[src/wdt_map.vh]
`ifndef WDT_MAP_VH
`define WDT_MAP_VH

// Register byte offsets on the bus.
`define WDT_OFS_CTRL        4'h0
`define WDT_OFS_IRQ_STATUS  4'h4
`define WDT_OFS_IRQ_MASK    4'h8

// Control register field positions.
`define WDT_CTRL_CNT_LSB    0
`define WDT_CTRL_CNT_MSB    4
`define WDT_CTRL_OSC_SEL    5
`define WDT_CTRL_STOP_RST   6
`define WDT_CTRL_SRC_SEL    7

// Interrupt status and mask bit positions.
`define WDT_IRQ_UNDERFLOW   0
`define WDT_IRQ_STOP_RESET  1
`define WDT_IRQ_BITS        2

// Reset values.
`define WDT_CNT_RESET       8'hFF
`define WDT_CTRL_RESET      3'h0
`define WDT_MASK_RESET      2'h0

// Underflow interval: 32.768 ms at an 8 MHz count source.
`define WDT_T_UNDERFLOW_US  32768
`define WDT_F_XIN_KHZ       8000
`define WDT_UNDERFLOW_TICKS (`WDT_T_UNDERFLOW_US * `WDT_F_XIN_KHZ / 1000)
`define WDT_CNT_WIDTH       8
`define WDT_PRESCALE_SLOW   (`WDT_UNDERFLOW_TICKS / 256)
`define WDT_PRESCALE_FAST   16

// Internal reset hold time and its cycle count at 8 ns.
`define WDT_CLK_PERIOD_NS   8
`define WDT_T_RST_HOLD_NS   2000
`define WDT_RST_HOLD_CYCLES ((`WDT_T_RST_HOLD_NS + `WDT_CLK_PERIOD_NS - 1) / `WDT_CLK_PERIOD_NS)

// Reset vector locations.
`define WDT_VEC_LO_ADDR     16'hFFFC
`define WDT_VEC_HI_ADDR     16'hFFFD

`endif

[src/wdt_counter.v]
`timescale 1ns/10ps
`default_nettype none
`include "wdt_map.vh"

module wdt_counter #(
  parameter integer PRESCALE_SLOW = `WDT_PRESCALE_SLOW,
  parameter integer PRESCALE_FAST = `WDT_PRESCALE_FAST,
  parameter integer PRE_WIDTH     = 16
) (
  input  wire       clock,
  input  wire       rst_n,
  input  wire       reload,
  input  wire       run,
  input  wire       src_tick,
  input  wire       fast_sel,
  output wire [7:0] count,
  output reg        underflow
);

  reg  [PRE_WIDTH-1:0] pre_q;
  reg  [7:0]           cnt_q;
  wire [PRE_WIDTH-1:0] pre_last;
  wire                 pre_done;

  assign pre_last = fast_sel ? PRESCALE_FAST[PRE_WIDTH-1:0] - 1'b1 : PRESCALE_SLOW[PRE_WIDTH-1:0] - 1'b1;
  assign pre_done = run && src_tick && (pre_q >= pre_last);
  assign count    = cnt_q;

  // The prescaler feeds the eight-bit down counter; a reload restarts both.
  always @(posedge clock or negedge rst_n) begin
    if (!rst_n) begin
      pre_q     <= {PRE_WIDTH{1'b0}};
      cnt_q     <= `WDT_CNT_RESET;
      underflow <= 1'b0;
    end else begin
      underflow <= 1'b0;
      if (reload) begin
        pre_q <= {PRE_WIDTH{1'b0}};
        cnt_q <= `WDT_CNT_RESET;
      end else if (run && src_tick) begin
        if (pre_done) begin
          pre_q <= {PRE_WIDTH{1'b0}};
          cnt_q <= cnt_q - 8'h01;
          if (cnt_q == 8'h00) begin
            underflow <= 1'b1;
          end
        end else begin
          pre_q <= pre_q + 1'b1;
        end
      end
    end
  end

endmodule // wdt_counter

`default_nettype wire

[src/wdt_reset_gen.v]
`timescale 1ns/10ps
`default_nettype none
`include "wdt_map.vh"

module wdt_reset_gen #(
  parameter integer HOLD_CYCLES = `WDT_RST_HOLD_CYCLES,
  parameter integer HOLD_WIDTH  = 16
) (
  input  wire clock,
  input  wire rst_n,
  input  wire trigger,
  output reg  internal_reset,
  output reg  vector_load
);

  reg [HOLD_WIDTH-1:0] hold_q;

  // The reset stays high for the hold time, then one pulse asks for the vector fetch.
  always @(posedge clock or negedge rst_n) begin
    if (!rst_n) begin
      hold_q         <= {HOLD_WIDTH{1'b0}};
      internal_reset <= 1'b0;
      vector_load    <= 1'b0;
    end else begin
      vector_load <= 1'b0;
      if (trigger && !internal_reset) begin
        internal_reset <= 1'b1;
        hold_q         <= HOLD_CYCLES[HOLD_WIDTH-1:0] - 1'b1;
      end else if (internal_reset) begin
        if (hold_q == {HOLD_WIDTH{1'b0}}) begin
          internal_reset <= 1'b0;
          vector_load    <= 1'b1;
        end else begin
          hold_q <= hold_q - 1'b1;
        end
      end
    end
  end

endmodule // wdt_reset_gen

`default_nettype wire

[src/wdt_top.v]
// Notes on behaviour
// - After reset the counter stays stopped until software first writes control.
// - Underflow raises an internal reset; afterwards execution resumes from the reset vector.
// - Control read gives counter bits 7..3 low, then osc select, stop select, source select.
// - Stop select at 0 lets stop instruction enter stop mode; counting resumes on release.
// - The wait instruction does not halt the counter.
// - Stop select at 1 turns the stop instruction into an internal reset.
// - Stop select clears on reset and cannot be cleared again by software.
// - With source select 0 the interval is 262144 count-source ticks.
// - Counting continues during stop-release stabilising wait and wait mode.
// - Selecting the on-chip oscillator forces it on and ignores stop requests.
// - After any reset the program counter loads the vector at FFFD/FFFC.
// - Reset and every control write reload the counter to all ones.
// - Control bits 7..5 are writable once after reset, zero after reset.
// - The count chain is built around an eight-bit counter.
//
// Implementation choices: register access over Wishbone and the address map.
`timescale 1ns/10ps
`default_nettype none
`include "wdt_map.vh"

module wdt_top #(
  parameter integer PRESCALE_SLOW = `WDT_PRESCALE_SLOW,
  parameter integer PRESCALE_FAST = `WDT_PRESCALE_FAST,
  parameter integer HOLD_CYCLES   = `WDT_RST_HOLD_CYCLES
) (
  input  wire        clock,
  input  wire        rst_n,
  input  wire        wb_cyc_i,
  input  wire        wb_stb_i,
  input  wire        wb_we_i,
  input  wire [3:0]  wb_adr_i,
  input  wire [3:0]  wb_sel_i,
  input  wire [31:0] wb_dat_i,
  output reg  [31:0] wb_dat_o,
  output reg         wb_ack_o,
  input  wire        sys_tick,
  input  wire        osc_tick,
  input  wire        stop_instruction,
  input  wire        stop_release,
  input  wire        wait_instruction,
  input  wire        wait_release,
  input  wire        osc_stop_request,
  output reg         stop_mode,
  output reg         wait_mode,
  output wire        osc_run,
  output wire        osc_force_on,
  output wire        internal_reset,
  output wire        vector_load,
  output wire [15:0] vector_lo_addr,
  output wire [15:0] vector_hi_addr,
  output wire        irq
);

  reg                      running_q;
  reg                      locked_q;
  reg                      src_sel_q;
  reg                      stop_rst_q;
  reg                      osc_sel_q;
  reg  [`WDT_IRQ_BITS-1:0] status_q;
  reg  [`WDT_IRQ_BITS-1:0] mask_q;
  reg  [`WDT_IRQ_BITS-1:0] status_d;
  reg  [31:0]              rdata_d;
  wire                     req;
  wire                     wr_now;
  wire                     wr_ctrl;
  wire                     wr_status;
  wire                     wr_mask;
  wire                     count_run;
  wire                     tick;
  wire                     underflow;
  wire                     stop_reset;
  wire                     reset_trigger;
  wire [7:0]               count;
  wire [7:0]               ctrl_rd;

  // Bus slave: one wait state, then ack for a single cycle.
  assign req       = wb_cyc_i && wb_stb_i;
  assign wr_now    = req && wb_we_i && wb_ack_o && wb_sel_i[0];
  assign wr_ctrl   = wr_now && (wb_adr_i == `WDT_OFS_CTRL);
  assign wr_status = wr_now && (wb_adr_i == `WDT_OFS_IRQ_STATUS);
  assign wr_mask   = wr_now && (wb_adr_i == `WDT_OFS_IRQ_MASK);

  assign ctrl_rd = {src_sel_q, stop_rst_q, osc_sel_q, count[7:3]};

  always @* begin
    rdata_d = 32'h0000_0000;
    case (wb_adr_i)
      `WDT_OFS_CTRL: begin
        rdata_d[7:0] = ctrl_rd;
      end
      `WDT_OFS_IRQ_STATUS: begin
        rdata_d[`WDT_IRQ_BITS-1:0] = status_q;
      end
      `WDT_OFS_IRQ_MASK: begin
        rdata_d[`WDT_IRQ_BITS-1:0] = mask_q;
      end
      default: begin
        rdata_d = 32'h0000_0000;
      end
    endcase
  end

  always @(posedge clock or negedge rst_n) begin
    if (!rst_n) begin
      wb_ack_o <= 1'b0;
      wb_dat_o <= 32'h0000_0000;
    end else begin
      wb_ack_o <= req && !wb_ack_o;
      if (req && !wb_ack_o && !wb_we_i) begin
        wb_dat_o <= rdata_d;
      end
    end
  end

  // Control state. The internal reset clears it like a power-on reset.
  always @(posedge clock or negedge rst_n) begin
    if (!rst_n) begin
      running_q  <= 1'b0;
      locked_q   <= 1'b0;
      src_sel_q  <= 1'b0;
      stop_rst_q <= 1'b0;
      osc_sel_q  <= 1'b0;
    end else if (internal_reset) begin
      running_q  <= 1'b0;
      locked_q   <= 1'b0;
      src_sel_q  <= 1'b0;
      stop_rst_q <= 1'b0;
      osc_sel_q  <= 1'b0;
    end else if (wr_ctrl) begin
      running_q <= 1'b1;
      locked_q  <= 1'b1;
      if (!locked_q) begin
        src_sel_q  <= wb_dat_i[`WDT_CTRL_SRC_SEL];
        stop_rst_q <= wb_dat_i[`WDT_CTRL_STOP_RST];
        osc_sel_q  <= wb_dat_i[`WDT_CTRL_OSC_SEL];
      end
    end
  end

  // Low-power modes. Stop halts the chain; wait does not.
  always @(posedge clock or negedge rst_n) begin
    if (!rst_n) begin
      stop_mode <= 1'b0;
      wait_mode <= 1'b0;
    end else if (internal_reset) begin
      stop_mode <= 1'b0;
      wait_mode <= 1'b0;
    end else begin
      if (stop_release) begin
        stop_mode <= 1'b0;
      end else if (stop_instruction && !stop_rst_q) begin
        stop_mode <= 1'b1;
      end
      if (wait_release) begin
        wait_mode <= 1'b0;
      end else if (wait_instruction) begin
        wait_mode <= 1'b1;
      end
    end
  end

  // Wait mode and the post-release stabilising wait leave the counter running.
  assign count_run = running_q && !stop_mode && !internal_reset;
  assign tick      = osc_sel_q ? osc_tick : sys_tick;

  assign osc_force_on = osc_sel_q;
  assign osc_run      = osc_sel_q || !osc_stop_request;

  wdt_counter #(
    .PRESCALE_SLOW (PRESCALE_SLOW),
    .PRESCALE_FAST (PRESCALE_FAST),
    .PRE_WIDTH     (16)
  ) u_counter (
    .clock     (clock),
    .rst_n     (rst_n),
    .reload    (wr_ctrl || internal_reset),
    .run       (count_run),
    .src_tick  (tick),
    .fast_sel  (src_sel_q),
    .count     (count),
    .underflow (underflow)
  );

  assign stop_reset    = stop_instruction && stop_rst_q && !internal_reset;
  assign reset_trigger = underflow || stop_reset;

  wdt_reset_gen #(
    .HOLD_CYCLES (HOLD_CYCLES),
    .HOLD_WIDTH  (16)
  ) u_reset_gen (
    .clock          (clock),
    .rst_n          (rst_n),
    .trigger        (reset_trigger),
    .internal_reset (internal_reset),
    .vector_load    (vector_load)
  );

  assign vector_lo_addr = `WDT_VEC_LO_ADDR;
  assign vector_hi_addr = `WDT_VEC_HI_ADDR;

  // Sticky event flags; a new event wins over a write-one-to-clear.
  always @* begin
    status_d = status_q;
    if (wr_status) begin
      status_d = status_q & ~wb_dat_i[`WDT_IRQ_BITS-1:0];
    end
    if (underflow) begin
      status_d[`WDT_IRQ_UNDERFLOW] = 1'b1;
    end
    if (stop_reset) begin
      status_d[`WDT_IRQ_STOP_RESET] = 1'b1;
    end
  end

  always @(posedge clock or negedge rst_n) begin
    if (!rst_n) begin
      status_q <= {`WDT_IRQ_BITS{1'b0}};
      mask_q   <= `WDT_MASK_RESET;
    end else begin
      status_q <= status_d;
      if (wr_mask) begin
        mask_q <= wb_dat_i[`WDT_IRQ_BITS-1:0];
      end
    end
  end

  assign irq = |(status_q & mask_q);

endmodule // wdt_top

`default_nettype wire

[config.mk]
export PLATFORM = sky130hd
export DESIGN_NAME = wdt_top
export DESIGN_NICKNAME = d
export VERILOG_FILES = /design/src/wdt_counter.v /design/src/wdt_reset_gen.v /design/src/wdt_top.v
export VERILOG_INCLUDE_DIRS = /design/src
export SDC_FILE = /design/constraint.sdc
export NUM_CORES = 1
export LEC_CHECK = 0
export ABC_AREA = 0
export BUFFER_PORTS_ARGS = -buffer_cell sky130_fd_sc_hd__buf_2
export CAP_MARGIN = 0
export CORE_MARGIN = 5
export CORE_UTILIZATION = 55
export CTS_CLUSTER_DIAMETER = 200
export DETAILED_ROUTE_END_ITERATION = 6
export MAX_ROUTING_LAYER = met4
export PLACE_DENSITY_LB_ADDON = 0.05
export SETUP_SLACK_MARGIN = 0.02
export SYNTH_ARGS = -nofsm -noshare
export SYNTH_HDL_FRONTEND = slang
export SYNTH_HIERARCHICAL = 1
export SYNTH_SLANG_ARGS = --single-unit
[constraint.sdc]
create_clock -name clock -period 6.11 [get_ports clock]
set_clock_uncertainty 0.05 [all_clocks]
set_input_delay 0.611 -clock clock [delete_from_list [all_inputs] [get_ports clock]]
set_output_delay 0.611 -clock clock [all_outputs]
set_load 0.05 [all_outputs]
# Yosys cells after proc, flatten, opt, wreduce, memory -nomap -nowiden

Index checks and enable logic that the tools add are counted.

Input bits: 52
Logic and storage cells: 112
Bits in registers: 62

Bitwise logic cells: 3
Mux-type cells: 43
Eq/ne operators: 4
$lt $le $gt $ge: 1
Reduce and logical (&&, ||, !) cells: 41
$add $sub $neg: 3

Operator list:

| kind                                               | count |
|---|---|
| two-way mux 16 bit                                 | 6 |
| two-way mux 1 bit                                  | 30 |
| two-way mux 8 bit                                  | 3 |
| logical AND 1 bit                                  | 17 |
| adder 16 x 1 -> 16 bit, second input constant      | 1 |
| >= comparator 16 bit                               | 1 |
| logical NOT 16 bit                                 | 1 |
| subtractor 16 x 1 -> 16 bit, second input constant | 1 |
| nonzero test 2 bit                                 | 6 |
| two-way mux 10 bit                                 | 1 |
| logical NOT 8 bit                                  | 1 |
| subtractor 8 x 1 -> 8 bit, second input constant   | 1 |
| logical NOT 1 bit                                  | 6 |
| two-way mux 6 bit                                  | 1 |
| case mux 2 bit (3 select lines)                    | 1 |
| AND reduction 2 bit                                | 3 |
| nonzero test 3 bit                                 | 2 |
| AND 2 bit                                          | 2 |
| == test 4 x 3 -> 1 bit, second input constant      | 1 |
| == test 4 bit, second input constant               | 1 |
| logical NOT 4 bit                                  | 1 |
| != test 2 x 1 -> 1 bit, second input constant      | 2 |
| logical OR 1 bit                                   | 3 |
| two-way mux 2 bit                                  | 1 |
| other kinds (2)                                    | 2 |

# Longest topological paths before layout

Depth in word-level cells: 8
Depth in mapped cells: 8
Mapped depth without buffers: 7

# Hierarchy

Netlist, hierarchy kept.

Modules (own cells, without submodules):

| module        | seq. area each (um2) | times used | cells an instance | area an instance (um2) |
|---|---|---|---|---|
| wdt_counter   | 635.6                | 1          | 148               | 1426.4 |
| wdt_top       | 475.5                | 1          | 146               | 1326.3 |
| wdt_reset_gen | 450.4                | 1          | 100               | 949.7 |

# Worst setup path before layout

Ideal clock, no wire load.

Path kind: flip-flop to flip-flop
Start point: register wb_ack_o
End point: register u_counter.cnt_q[0], in the netlist u_counter/count[0]
Data arrival time: 2.236 ns
Cell stages (with the launch flop): 7
Library setup time: 0.088 ns
Path buffers: 2
Path slack: 3.736 ns
Required time: 5.972 ns
Cell sequence: dfrtp_1 -> and4_1 -> clkbuf_1 -> nand3_1 -> nand2_1 -> dlygate4sd3_1 -> or3b_1

Longest elaborated chain between the ends: 6
Elaborated cells on any way between the ends: 8

RTL lines:

| item                               | RTL line         | RTL |
|---|---|---|
| start, declared                    | wdt_top.v:36     | `output reg wb_ack_o,` |
| start signal, assigned             | wdt_top.v:109    | `wb_ack_o <= req && !wb_ack_o;` |
| logical AND 1 bit (*) (2 in a row) | wdt_top.v:79     | `assign wr_now = req && wb_we_i && wb_ack_o && wb_sel_i[0];` |
| logical AND 1 bit (*)              | wdt_top.v:80     | `` assign wr_ctrl = wr_now && (wb_adr_i == `WDT_OFS_CTRL); `` |
| logical OR 1 bit (*)               | wdt_top.v:177    | `.reload (wr_ctrl \|\| internal_reset),` |
| nonzero test 2 bit (no line)       | n/a              |  |
| AND reduction 2 bit (no line)      | n/a              |  |
| end signal, assigned               | wdt_counter.v:33 | `` cnt_q <= `WDT_CNT_RESET; `` |
| end signal, assigned               | wdt_counter.v:39 | `` cnt_q <= `WDT_CNT_RESET; `` |
| end signal, assigned               | wdt_counter.v:43 | `cnt_q <= cnt_q - 8'h01;` |
| end, declared                      | wdt_counter.v:21 | `reg [7:0] cnt_q;` |

Mark *: on every way between the ends. The rest lies on a longest branch, timed or not.
A chain may end at the register's enable or synchronous reset.

# Worst setup path after layout

Start point: register src_sel_q
End point: register u_counter.pre_q[13]

Longest elaborated chain between the ends: 6

RTL lines:

| item                   | RTL line         | RTL |
|---|---|---|
| start, declared        | wdt_top.v:57     | `reg src_sel_q;` |
| start signal, assigned | wdt_top.v:134    | `` src_sel_q <= wb_dat_i[`WDT_CTRL_SRC_SEL]; `` |
| two-way mux 10 bit     | wdt_counter.v:25 | `assign pre_last = fast_sel ? PRESCALE_FAST[PRE_WIDTH-1:0] - 1'b1 : PRESCALE_SLOW[PRE_WIDTH-1:0] - 1'b1;` |
| >= comparator 16 bit   | wdt_counter.v:26 | `assign pre_done = run && src_tick && (pre_q >= pre_last);` |
| logical AND 1 bit      | wdt_counter.v:26 |  |
| two-way mux 16 bit     | wdt_counter.v:41 | `if (pre_done) begin` |
| two-way mux 16 bit     | wdt_counter.v:40 | `end else if (run && src_tick) begin` |
| two-way mux 16 bit     | wdt_counter.v:37 | `if (reload) begin` |
| end signal, assigned   | wdt_counter.v:32 | `pre_q <= {PRE_WIDTH{1'b0}};` |
| end signal, assigned   | wdt_counter.v:38 | `pre_q <= {PRE_WIDTH{1'b0}};` |
| end signal, assigned   | wdt_counter.v:42 | `pre_q <= {PRE_WIDTH{1'b0}};` |
| end, declared          | wdt_counter.v:20 | `reg [PRE_WIDTH-1:0] pre_q;` |

Every way passes these cells. The select of a mux whose other input is x is not followed.

==> flow_summary.yaml <==
run_status:
  status: "finished clean"
clocking:
  h-tree-depth: 3
  post_cts_resized: 0
  tritoncts_num_sinks: 62
  cts_tree: "done"
  cts-buffers-inserted: 9
  ctsHoldBuffers: 0
  cts-root-buf: "clkbuf_8"
  clockBufferDepth: 2
  clk_pin_slew_ns: 0.07
  cts_setup_buffers: 0
  clk_latency_ns: 0.33
synthesis:
  ys_top_cells_by_count: "buf_4, dfrtp_1, nand2_1"
  synth_cells: 394
  syn_area_um2: 3700
  ys_seq_area_share_pct: 42.2
  synthMuxAreaShare_pct: 5.04
  synth_top_area_share_pct: 36.5
  synth_xor_area_share_pct: 2.13
  synth_compound_area_share_pct: 8.45
  ys_seq_elements: 62
  synth-main-ff-cell: "dfrtp_1"
  yosysMostFrequentCell: "buf_4"
  synthAdderAreaFrac_pct: 3.04
  ys_warn_count: 6
  avgSynthCellArea_um2: 9.40
  synth_top_family_by_area: "simple AND/OR/NAND/NOR gates"
  async_flop_share_pct: 100
  synthDistinctLibCells: 62
  synth_edf_count: 0
  synth_area_leaders: "dfrtp_1, buf_4, dfstp_2"
  synth_top_cell_by_area: "dfrtp_1"
  yosys.area_share.simple_pct: 25.4
place:
  dp_hpwl_mm: 5.04
  place_inst: 502
  port_buffers: 37
  place.gp.congestion: 0.789
  dpl-instance-area_um2: 3720
worst_setup_path:
  critical_path.top_delay_family: "compound AO/OA/AOI/OAI gates"
  required_ns: 6.23
  crit_type: "register to register"
  endpoint_kind: "register"
  slowest_delay_ns: 0.86
  crit_buf_inv: 0
  r2r_cells: 6
  startpoint_type: "register"
  crit_end: "u_counter/pre_q[13]"
  crit_fanout: 17
  critical-path-slowest-cell: "o21bai_1"
  worst-path-stages: 6
  crit_arrival_ns: 2.74
  r2r_start: "src_sel_q"
  crit_chain: "ha_1 -> nand4_1 -> o21ai_0 -> a211oi_4 -> o21bai_1 -> nor2_1"
  worstSetupStartpoint: "src_sel_q"
  reg2reg_to: "u_counter/pre_q[13]"
  r2r_setup_slack_ns: 3.48
global_routing:
  antenna_found_initial: 0
  grt_pass1_wl_mm: 11.6
  met2_usage_pct: 27.8
  grt_overflow: 0
  globalRouteMet3Util_pct: 3.53
  grt_max_degree: 63
  busiest_layer: "met2"
  grt_use_total_pct: 17.6
  grt_pass1_vias: 2489
  grt.met1_usage_pct: 22.4
final_layout:
  drive_gt1_share_pct: 18.0
  n_antenna_cell: 0
  final_area_um2: 3970
  stdcell_count: 518
  nets: 494
  final_util_pct: 59.4
  syn_to_final_growth_pct: 7.23
floorplanning:
  start_util_pct: 55.4
  row_count: 30
  die_area_um2: 8470
  dieWidth_um: 92.0
  coreArea_um2: 6680
  die_h_um: 92.0
  io-pin-count: 124
sta:
  max-slew-margin-rel_pct: 31.2
  final-max-slew-violation-count: 0
  rsz0062_at_grt: "false"
  final.setup.tns_ns: 0
  worst_slew_pin_slew_ns: 1.03
  hold_violations: 0
  max_freq_mhz: 381
  timing.final.crit_share_pct: 43.0
  period_needed_ns: 2.63
  setup_viol_count_final: 0
route:
  num_vias: 2678
  routed_via_density: 5.17
  wl_per_cell_um: 13.7
  drt_iter0_markers: 119
  firstDrtPassIters: 4
  drt_wl_total_mm: 7.09
  drc: 0
  drtAntennaViolNets: 0
pwr:
  power_leakage_nw: 1.77
  ir_worst_vdd_uv: 116
  p_per_area_nw_per_um2: 245
worst_hold_path:
  hold_class: "input port to register"
flow_run:
  cap_violations: 0
## cell type report
class / instances / area (µm²)
multi-input combinational: 315 / 1840
clock buffer: 13 / 159
tap: 80 / 100
timing repair buffer: 38 / 193
fill: 598 / 2710
sequential: 62 / 1560
clock inverter: 3 / 90.1
inverter: 7 / 26.3
## where the power goes
group	leakage [nW]	switching, mW	internal, mW
Sequential	0.775	0.00142	0.413
Clock	0.124	0.152	0.294
Combinational	0.872	0.103	0.0106
## layout by cell type, fill, tap and decap left out, drive strengths merged, types with 3 or more instances in the layout
cell	n
ha	9
nand3	12
bufinv	3
nor3	17
a21oi	10
nor3b	4
nand2b	3
nand2	49
and3	5
clkbuf	13
inv	6
dfrtp	54
mux2	5
buf	38
and2	3
conb	56
a31oi	4
o21ai	19
and4b	3
dfstp	8
xnor2	7
nor4	8
mux2i	13
nor2	40
nor2b	4
nand4	8
or3	3
or3b	5
## logic make-up after synthesis
family	Yosys count
buf+inv	71
fa+ha+maj	9
simple gates	174
flops	62
mux	18
xor+xnor	9
compound gates	49
other cells	2
## through the flow
stage	power, mW	worst slack (ns)	hold slack [ns]
detailed placement	0.535	3.25	0.401
CTS	0.986	3.47	0.365
finish	0.975	3.48	0.384
floorplan	0.541	3.74	0.265
global placement	0.535	3.29	0.391
global route	1.02	3.30	0.373
## worst min-delay path by stage
stage                         from          end  cells past startpoint
6_report              wait_release    wait_mode                      2
5_1_grt               wait_release    wait_mode                      2
4_1_cts               wait_release    wait_mode                      2
3_5_place_dp              wb_ack_o     wb_ack_o                      1
3_3_place_gp   u_counter/underflow  status_q[0]                      1
2_1_floorplan                rst_n     locked_q                      0
## flip-flops by register name, summed over array words and instances (netlist names)
register                    flops
locked_q                        1
mask_q                          2
osc_force_on                    1
src_sel_q                       1
status_q                        2
stop_mode                       1
stop_rst_q                      1
u_counter/count                 8
u_counter/pre_q                16
u_counter/underflow             1
u_reset_gen/hold_q             16
u_reset_gen/internal_reset      1
u_reset_gen/vector_load         1
wait_mode                       1
wb_ack_o                        1
wb_dat_o                        8
## worst reg2reg max path, delay by kind of cell (launching register included)
kind,cells,cell delay (ns)
fa+ha+maj,1,0.37
flops,1,0.48
simple gates,2,0.21
compound gates,3,1.37
## metal layers
| metal | part of all wire, % | vias up | routed length (µm) |
|---|---|---|---|
| li1 | - | 1348 | - |
| met1 | 46 | 1273 | 3230 |
| met2 | 50 | 51 | 3530 |
| met3 | 4.0 | 6 | 282 |
| met4 | 0.65 | 0 | 46 |
| met5 | 0 | - | 0 |
(Power assumes the default switching activity.)
